### src/ics_pkg.sv
// Constants for the interrupt control and context save block.
package ics_pkg;
   localparam logic [7:0] OFS_CTL = 8'h00;
   localparam logic [7:0] OFS_PIE = 8'h04;
   localparam logic [7:0] OFS_PIR = 8'h08;
   localparam logic [7:0] OFS_IOC = 8'h0c;
   localparam logic [7:0] OFS_SH_W = 8'h10;
   localparam logic [7:0] OFS_SH_ST = 8'h14;
   localparam logic [7:0] OFS_SH_BSR = 8'h18;
   localparam logic [7:0] OFS_SH_FSR0 = 8'h1c;
   localparam logic [7:0] OFS_SH_FSR1 = 8'h20;
   localparam logic [7:0] OFS_SH_PCL = 8'h24;
   localparam logic [7:0] OFS_EVT_ST = 8'h28;
   localparam logic [7:0] OFS_EVT_CLR = 8'h2c;
   localparam logic [7:0] OFS_EVT_EN = 8'h30;
   localparam int B_GIE = 7;
   localparam int B_PERIPH_IRQ_GATE = 6;
   localparam int B_T0IE = 5;
   localparam int B_EXTIE = 4;
   localparam int B_PIN_CHANGE_EN = 3;
   localparam int B_T0IF = 2;
   localparam int B_EXTIF = 1;
   localparam int B_PIN_CHANGE_SUMMARY_FLAG = 0;
   localparam int E_ENTRY = 0;
   localparam int E_RETURN = 1;
   localparam logic [7:0] CTL_RST = 8'h00;
   localparam logic [7:0] PIE_RST = 8'h00;
   localparam logic [7:0] STATUS_SAVE_MASK = 8'he7;
   localparam logic [14:0] IRQ_VECTOR = 15'h0004;
   localparam logic [7:0] SHADOW_BANK = 8'h1f;
   typedef enum logic {ICS_RUN = 1'b0, ICS_ISR = 1'b1} ics_ctx_e;
endpackage

### src/ics_irq.sv
// Interrupt gating, flag capture and automatic context save and restore.
`timescale 1ns/1ps
// Contract
// - Entry pushes PC and shadows core context.
// - Return reloads live registers from shadows.
// - Shadows software readable and writable, restored.
// - Flags set regardless of any enable.
// - Control bit 7 is global enable.
// - Control bit 6 gates peripheral sources.
// - Bits 5/2 enable and flag tick0 overflow.
// - Bits 4/1 enable and flag external edge.
// - Bits 3/0 enable and summarize pin change.
// - Summary flag read-only, clears with pin flags.
// - Enable bits 6,5,4,3 for four sources.
// - Enable bits 5,4,3 for three core sources.
// - Reset leaves every enable bit cleared.
// - Entry clears global enable, pushes, vectors 0004h.
// - Return pops, restores, sets global enable together.
module ics_irq
   import ics_pkg::*;
(
   input wire logic clk,
   input wire logic rst,
   input wire logic wb_cyc_i,
   input wire logic wb_stb_i,
   input wire logic wb_we_i,
   input wire logic [7:0] wb_adr_i,
   input wire logic [3:0] wb_sel_i,
   input wire logic [31:0] wb_dat_i,
   output logic [31:0] wb_dat_o,
   output logic wb_ack_o,
   input wire logic tick0_ovf,
   input wire logic ext_pin,
   input wire logic [7:0] pin_change_in,
   input wire logic [7:0] periph_evt,
   input wire logic core_boundary,
   input wire logic core_ret,
   input wire logic [14:0] live_pc,
   input wire logic [7:0] live_w,
   input wire logic [7:0] live_status,
   input wire logic [4:0] live_bsr,
   input wire logic [15:0] live_fsr0,
   input wire logic [15:0] live_fsr1,
   input wire logic [6:0] live_pcl,
   output logic core_req,
   output logic vec_go,
   output logic [14:0] vec_addr,
   output logic push_go,
   output logic [14:0] push_pc,
   output logic pop_go,
   output logic restore_go,
   output logic [7:0] restore_w,
   output logic [7:0] restore_status,
   output logic [4:0] restore_bsr,
   output logic [15:0] restore_fsr0,
   output logic [15:0] restore_fsr1,
   output logic [6:0] restore_pcl,
   output logic irq
);
   typedef struct packed {
      logic ack;
      logic [31:0] rdata;
      logic [7:1] ctl;
      logic [7:0] pie;
      logic [7:0] pir;
      logic [7:0] ioc;
      logic [7:0] sh_w;
      logic [7:0] sh_st;
      logic [4:0] sh_bsr;
      logic [15:0] sh_fsr0;
      logic [15:0] sh_fsr1;
      logic [6:0] sh_pcl;
      logic [1:0] evt_st;
      logic [1:0] evt_en;
      logic irq;
      logic req;
      logic vec;
      logic [14:0] vaddr;
      logic push;
      logic [14:0] ppc;
      logic pop;
      logic rest;
      ics_ctx_e ctx;
      logic [2:0] ext_s;
      logic ext_q;
      logic [7:0] pc_s0;
      logic [7:0] pc_s1;
      logic [7:0] pc_s2;
      logic [7:0] pc_q;
   } ics_state_s;

   ics_state_s s;
   ics_state_s next_s;
   logic wr;
   logic [7:0] b0;
   logic [7:0] b1;
   logic pend;
   logic take;
   logic give;
   logic ext_edge;
   logic [7:0] pc_chg;

   function automatic logic [31:0] ics_rd(input ics_state_s c, input logic [7:0] a);
      logic [31:0] v;
      v = 32'h0;
      case (a)
         // summary bit derived from pin flags.
         OFS_CTL: v = {24'h0, c.ctl, |c.ioc};
         OFS_PIE: v = {24'h0, c.pie};
         OFS_PIR: v = {24'h0, c.pir};
         OFS_IOC: v = {24'h0, c.ioc};
         OFS_SH_W: v = {24'h0, c.sh_w};
         OFS_SH_ST: v = {24'h0, c.sh_st};
         OFS_SH_BSR: v = {27'h0, c.sh_bsr};
         OFS_SH_FSR0: v = {16'h0, c.sh_fsr0};
         OFS_SH_FSR1: v = {16'h0, c.sh_fsr1};
         OFS_SH_PCL: v = {25'h0, c.sh_pcl};
         OFS_EVT_ST: v = {30'h0, c.evt_st};
         OFS_EVT_EN: v = {30'h0, c.evt_en};
         default: v = 32'h0;
      endcase
      return v;
   endfunction

   always_comb begin
      next_s = s;
      // Writes land on the edge where the master sees ack high.
      wr = wb_cyc_i && wb_stb_i && wb_we_i && s.ack;
      b0 = wb_sel_i[0] ? wb_dat_i[7:0] : 8'h0;
      b1 = wb_dat_i[15:8];
      next_s.ack = wb_cyc_i && wb_stb_i && !s.ack;
      next_s.rdata = (wb_cyc_i && wb_stb_i && !s.ack) ? ics_rd(s, wb_adr_i) : 32'h0;
      // Only the second and third stages are compared, never the first.
      next_s.ext_s = {s.ext_s[1:0], ext_pin};
      next_s.pc_s0 = pin_change_in;
      next_s.pc_s1 = s.pc_s0;
      next_s.pc_s2 = s.pc_s1;
      ext_edge = (s.ext_s[1] == s.ext_s[2]) && s.ext_s[2] && !s.ext_q;
      if (s.ext_s[1] == s.ext_s[2]) begin
         next_s.ext_q = s.ext_s[2];
      end
      pc_chg = ~(s.pc_s1 ^ s.pc_s2) & (s.pc_s2 ^ s.pc_q);
      next_s.pc_q = (s.pc_q & ~pc_chg) | (s.pc_s2 & pc_chg);
      if (wr && wb_sel_i[0]) begin
         case (wb_adr_i)
            OFS_CTL: next_s.ctl = b0[7:1];
            OFS_PIE: next_s.pie = b0;
            OFS_PIR: next_s.pir = b0;
            OFS_IOC: next_s.ioc = b0;
            OFS_SH_W: next_s.sh_w = b0;
            OFS_SH_ST: next_s.sh_st = b0 & STATUS_SAVE_MASK;
            OFS_SH_BSR: next_s.sh_bsr = b0[4:0];
            OFS_SH_FSR0: next_s.sh_fsr0[7:0] = b0;
            OFS_SH_FSR1: next_s.sh_fsr1[7:0] = b0;
            OFS_SH_PCL: next_s.sh_pcl = b0[6:0];
            OFS_EVT_CLR: next_s.evt_st = s.evt_st & ~b0[1:0];
            OFS_EVT_EN: next_s.evt_en = b0[1:0];
            default: next_s.ack = next_s.ack;
         endcase
      end
      if (wr && wb_sel_i[1] && wb_adr_i == OFS_SH_FSR0) begin
         next_s.sh_fsr0[15:8] = b1;
      end
      if (wr && wb_sel_i[1] && wb_adr_i == OFS_SH_FSR1) begin
         next_s.sh_fsr1[15:8] = b1;
      end
      // flags set unconditionally; a set beats a same-cycle clear.
      next_s.pir = next_s.pir | periph_evt;
      next_s.ioc = next_s.ioc | pc_chg;
      if (tick0_ovf) begin
         next_s.ctl[B_T0IF] = 1'b1;
      end
      if (ext_edge) begin
         next_s.ctl[B_EXTIF] = 1'b1;
      end
      // gated request; peripheral gate; pin change path.
      pend = (s.ctl[B_T0IE] && s.ctl[B_T0IF]) || (s.ctl[B_EXTIE] && s.ctl[B_EXTIF])
         || (s.ctl[B_PIN_CHANGE_EN] && (|s.ioc)) || (s.ctl[B_PERIPH_IRQ_GATE] && (|(s.pie & s.pir)));
      give = core_ret && (s.ctx == ICS_ISR);
      // global enable blocks entry and the core request when clear; flags and irq are not gated.
      take = core_boundary && s.ctl[B_GIE] && pend && !give;
      next_s.req = pend && next_s.ctl[B_GIE];
      next_s.vec = take;
      next_s.push = take;
      next_s.pop = give;
      next_s.rest = give;
      // entry clears the global enable and loads the vector.
      if (take) begin
         next_s.ctl[B_GIE] = 1'b0;
         next_s.ppc = live_pc;
         next_s.vaddr = IRQ_VECTOR;
         next_s.ctx = ICS_ISR;
         // context shadowed on the entry edge.
         next_s.sh_w = live_w;
         next_s.sh_st = live_status & STATUS_SAVE_MASK;
         next_s.sh_bsr = live_bsr;
         next_s.sh_fsr0 = live_fsr0;
         next_s.sh_fsr1 = live_fsr1;
         next_s.sh_pcl = live_pcl;
         next_s.evt_st[E_ENTRY] = 1'b1;
      end
      // return pops, restores and re-enables together.
      if (give) begin
         next_s.ctl[B_GIE] = 1'b1;
         next_s.ctx = ICS_RUN;
         next_s.evt_st[E_RETURN] = 1'b1;
         next_s.req = pend;
      end
      next_s.irq = |(next_s.evt_st & next_s.evt_en);
   end

   always_ff @(posedge clk or posedge rst) begin
      if (rst) begin
         s <= '0;
      end else begin
         s <= next_s;
      end
   end

   assign wb_ack_o = s.ack;
   assign wb_dat_o = s.rdata;
   assign core_req = s.req;
   assign vec_go = s.vec;
   assign vec_addr = s.vaddr;
   assign push_go = s.push;
   assign push_pc = s.ppc;
   assign pop_go = s.pop;
   // restore values come straight from the shadows.
   assign restore_go = s.rest;
   assign restore_w = s.sh_w;
   assign restore_status = s.sh_st;
   assign restore_bsr = s.sh_bsr;
   assign restore_fsr0 = s.sh_fsr0;
   assign restore_fsr1 = s.sh_fsr1;
   assign restore_pcl = s.sh_pcl;
   assign irq = s.irq;

   property p_entry_ctx;
      @(posedge clk) disable iff (rst)
      (core_boundary && s.ctl[B_GIE] && pend && !give) |=>
         vec_go && push_go && restore_w == $past(live_w) && push_pc == $past(live_pc);
   endproperty
   a_entry_ctx: assert property (p_entry_ctx) else $error("entry context not captured");
   property p_ret;
      @(posedge clk) disable iff (rst)
      (core_ret && s.ctx == ICS_ISR) |=> restore_go && pop_go && s.ctl[B_GIE];
   endproperty
   a_ret: assert property (p_ret) else $error("return did not restore");
   property p_gie_off;
      @(posedge clk) disable iff (rst) vec_go |-> !s.ctl[B_GIE] && vec_addr == IRQ_VECTOR;
   endproperty
   a_gie_off: assert property (p_gie_off) else $error("entry left global enable");
   property p_no_gie;
      @(posedge clk) disable iff (rst) !s.ctl[B_GIE] |=> !vec_go;
   endproperty
   a_no_gie: assert property (p_no_gie) else $error("entry without global enable");
   property p_flag;
      @(posedge clk) disable iff (rst)
      (|periph_evt) |=> (s.pir & $past(periph_evt)) == $past(periph_evt);
   endproperty
   a_flag: assert property (p_flag) else $error("flag lost");
   property p_t0;
      @(posedge clk) disable iff (rst) tick0_ovf |=> s.ctl[B_T0IF];
   endproperty
   a_t0: assert property (p_t0) else $error("tick0 flag missing");
   property p_sum;
      @(posedge clk) disable iff (rst)
      (wb_ack_o && $past(wb_adr_i) == OFS_CTL) |-> wb_dat_o[B_PIN_CHANGE_SUMMARY_FLAG] == $past(|s.ioc);
   endproperty
   a_sum: assert property (p_sum) else $error("summary flag wrong");
   property p_gate;
      @(posedge clk) disable iff (rst)
      (!s.ctl[B_PERIPH_IRQ_GATE] && s.ctl[5:1] == 5'h0 && s.ioc == 8'h0) |=> !core_req;
   endproperty
   a_gate: assert property (p_gate) else $error("peripheral gate leak");
   property p_stable_sh;
      @(posedge clk) disable iff (rst) restore_go |-> $stable(restore_status);
   endproperty
   a_stable_sh: assert property (p_stable_sh) else $error("shadow moved at return");
   property p_pie_rw;
      @(posedge clk) disable iff (rst)
      (wb_ack_o && wb_cyc_i && wb_stb_i && wb_we_i && wb_sel_i[0] && wb_adr_i == OFS_PIE)
         |=> s.pie == $past(wb_dat_i[7:0]);
   endproperty
   a_pie_rw: assert property (p_pie_rw) else $error("enable write lost");
   property p_ext;
      @(posedge clk) disable iff (rst) ext_edge |=> s.ctl[B_EXTIF];
   endproperty
   a_ext: assert property (p_ext) else $error("edge flag missing");
   property p_ioc;
      @(posedge clk) disable iff (rst) (|pc_chg) |=> (|s.ioc);
   endproperty
   a_ioc: assert property (p_ioc) else $error("pin change flag missing");
   c_entry: cover property (@(posedge clk) disable iff (rst) vec_go);
   c_ret: cover property (@(posedge clk) disable iff (rst) restore_go);
   c_irq: cover property (@(posedge clk) disable iff (rst) irq);
   c_req: cover property (@(posedge clk) disable iff (rst) core_req);
endmodule

### config.mk
export PLATFORM = sky130hd
export DESIGN_NAME = ics_irq
export DESIGN_NICKNAME = d
export VERILOG_FILES = /design/src/ics_pkg.sv /design/src/ics_irq.sv
export SDC_FILE = /design/constraint.sdc
export NUM_CORES = 1
export LEC_CHECK = 0
export BUFFER_PORTS_ARGS = -buffer_cell sky130_fd_sc_hd__buf_2
export CORE_ASPECT_RATIO = 1.2
export CORE_MARGIN = 5
export CORE_UTILIZATION = 56
export CTS_CLUSTER_SIZE = 24
export DETAILED_ROUTE_END_ITERATION = 12
export GPL_TIMING_DRIVEN = 0
export PLACE_DENSITY = 0.86
export SYNTH_ARGS = -nofsm -noshare
export SYNTH_HDL_FRONTEND = slang
export SYNTH_SLANG_ARGS = --single-unit
### constraint.sdc
create_clock -name clk -period 11.36 [get_ports clk]
set_clock_uncertainty 0.05 [all_clocks]
set_input_delay 2.272 -clock clk [delete_from_list [all_inputs] [get_ports clk]]
set_output_delay 2.272 -clock clk [all_outputs]
set_load 0.1 [all_outputs]
==> impl_results.md <==
- Required time worst endpoint: 11.63 ns
- Most frequent cells in the layout: 220 x buf_2, 167 x dfrtp_1, 124 x buf_4
- # DRC: 0
- Slew @ Worst Pin: 1.08 ns
- Flop2flop setup slack: 8.68 ns
- Number of clock sinks: around 170
- Post-synth ARST share: 100%
- Most common cell after layout, fill and taps aside: buf_2
- Post-CTS setup buffers: 0
- RSZ-0062 raised after global routing: false
- Final Critical Period: 4.29 ns
- Reg2Reg Depth: 7
- Detailed-router iteration count before antenna repair: 5
- Post-CTS Hold Buffers: 0
- Register share of total power: 46.8%
- Worst endpoint data arrival time: ~4.6 ns
- Final GP Congestion: 0.958
- TNS Setup: 0 ns
- Relative slew slack: ~28%
- Vias in the first global route: 6982
- Root Driver: clkbuf_16
- Fin cells: roughly 1300
- First-pass GRT wire length: ~38 mm
- Worst-path fanout max: 8
- Cell count after synthesis: 782
- DR WL/cell: between 15 and 20 um
- CTS tree: built
- Core area: 15500 um2
- # setup viols final: 0
- I/O Buffers: 212
- Clk pin slew, worst setup/hold paths: approximately 0.070 ns
- NetSw: about 350 uW
- CP max stage delay: around 0.76 ns
- Hold Crit Start: next_s[21]
- Sequential fraction of the synthesis area: 47.7%
- Io pins: between 200 and 300
- Static Leak: 5.79 nW
- Crit-path slowest cell: nor4_2
- Setup crit end kind: register
- Initial DRC Count: 468
- Row cnt: 50
- Chip Width: 124 um
- Gr ovfl total: 0
- Tot GR Track Use: 27.0%
- Dominant synthesized flop cell: dfrtp_1
- YS warnings: 0
- Hold Path End: next_s[13]
- Synthesized area: 8770 um2
- Via count: 6792
- Yosys top cell by area: dfrtp_1
- Largest net degree at the start of global routing: 88
- Die Footprint: 18300 um2
- Outcome: finished clean
- Worst Path Class, Setup: in2reg
- Placed cell count: around 1200
- Hold Crit Class: reg2reg
- Cell-internal power: 951 uW
- Share of cells above drive strength 1: 46.7%
- Logic gate share of total power: around a tenth
- Antenna violations before repair: 1
- Sw Share: a little over a quarter
- Reg2reg start: wb_ack_o
- Pwr/cell area: 120 nW/um2
- Drt total wl: roughly 25 mm
- Worst skew pair latency: 0.43 ns
- Yosys cell types: 61
- Worst vdd ir: 0.102 mV
- CTS H-tree lvls: 4
- Max Fclk: 0.233 GHz
- Post-route ant nets: 0
- Reg-to-reg endpoint: restore_fsr1[0]
- Number of nets in the layout: 1190
- Filler cells: 1184
- Synth top area share: 47.7%
- Die H: 147 um
- Starting density of the core: 56.5%
- EDFF count, synth: 0
- Clock share of power: 42.7%
- Max-slew violation count: 0
- Via/cell ratio: 5.36
- Final Hold Viols: 0
- Avg Inst Size Synth: 11.2 um2
- HPWL Detailed: 18.6 mm
- Worst setup SP type: primary input
- CTS Buffer Depth: 2
- Max_cap viols: 0
- Synth-to-layout area growth: 23.3%
- Synth top area cells: dfrtp_1 48%, buf_4 11%, mux2_2 9.4%
- WHS Path Cells: 0
- # resized after CTS: 0
- CTS buffer count: 17
- Final worst-path cycle share: 37.7%
- Seq cells post-synth: 167
- Cell Chain, Critical Path: buf_2 > nor4_2 > and2_1 > nand3_1 > mux2_1 > mux2_4
- Tot Pwr: 1.30 mW
==> sequential cells by signal, summed over array words and instances, names as in the netlist, 5 cells and up <==
| signal | count |
|---|---|
| s | 54 |
| next_s | 18 |
| restore_fsr0 | 16 |
| restore_fsr1 | 16 |
| wb_dat_o | 16 |
| push_pc | 15 |
| restore_w | 8 |
| restore_pcl | 7 |
| restore_status | 6 |
| restore_bsr | 5 |
==> Yosys cell counts (all sizes together) (3+ instances only) <==
cell type  instances
nor2b              8
a21oi             15
o21ai             63
nand2             44
clkbuf            25
mux2i             43
and3               3
o22ai              4
a31oi              5
nor4b              4
mux2             105
and2               6
buf              140
nand3b            13
dfrtp            167
nand3             23
a32oi              6
inv               18
and4               3
o211ai             3
nor2              31
a22oi             17
nor3               4
==> layout make-up <==
class / count / area, um2 / area share (%)
inverters: 18 / 75.1 / 0.695
diodes: 1 / 2.50 / 0.0232
clock buffers: 19 / 443 / 4.10
well taps: 208 / 260 / 2.41
clock inverters: 13 / 124 / 1.15
plain buffers: 165 / 1140 / 10.5
flip-flops and latches: 167 / 4180 / 38.7
multi-input cells: 463 / 3500 / 32.4
repair buffers: 213 / 1090 / 10.1
==> critical path: cells and delay by family <==
family,cells,cell delay (ns)
muxes,2,0.73
and+or+nand+nor,3,1.41
buffers and inverters,1,0.14
==> cells by family after synthesis <==
group	count (synthesis)	share of synthesized area, %
compound gates	126	8.78
fa+ha+maj	2	0.257
buf+inv	183	13.7
flops	167	47.7
mux	149	19.9
other cells	1	0.0428
simple gates	154	9.62
==> how the worst max path moves through the flow <==
stage / startpoint / end / slack, ns / cells past startpoint
detailed placement: wb_adr_i[1] / restore_fsr1[12] / 6.69 / 6
CTS: wb_adr_i[1] / restore_fsr1[12] / 7.14 / 6
floorplan: rst / core_req / 4.52 / 1
finish: wb_adr_i[1] / restore_fsr1[12] / 7.07 / 6
global route: wb_adr_i[5] / s[137] / 6.93 / 7
global placement: rst / push_pc[6] / 2.74 / 2
==> power groups by stage <==
stage,combinational (mW),clock [mW],sequential (mW)
final,0.136,0.556,0.609
after global routing,0.145,0.591,0.610
after CTS,0.135,0.565,0.609
after detailed placement,0.135,0,0.620
after global placement,0.132,0,0.620
after floorplan,0.0943,0,0.620
==> per-stage QoR <==
| step | setup WS (ns) | util, % | area (um2) | hold slack, ns |
|---|---|---|---|---|
| final | 7.07 | 69.7 | 10800 | 0.294 |
| after CTS | 7.14 | 69.7 | 10800 | 0.299 |
| after floorplan | 4.52 | - | 8880 | 0.281 |
| after global placement | 2.74 | 65.8 | 10200 | 0.281 |
| after global routing | 6.93 | 69.7 | 10800 | 0.309 |
| after detailed placement | 6.69 | 66.0 | 10200 | 0.285 |
==> metal layers <==
layer  track usage [%]  vias up  routed length [um]
met5                 0        -                   0
met4              12.6        0                1050
met3              6.22       73                1660
met2              47.6      301               12900
met1              31.2     3301                9230
li1                  -     3117                   -
No activity file was read; power rests on OpenSTA's default activity.
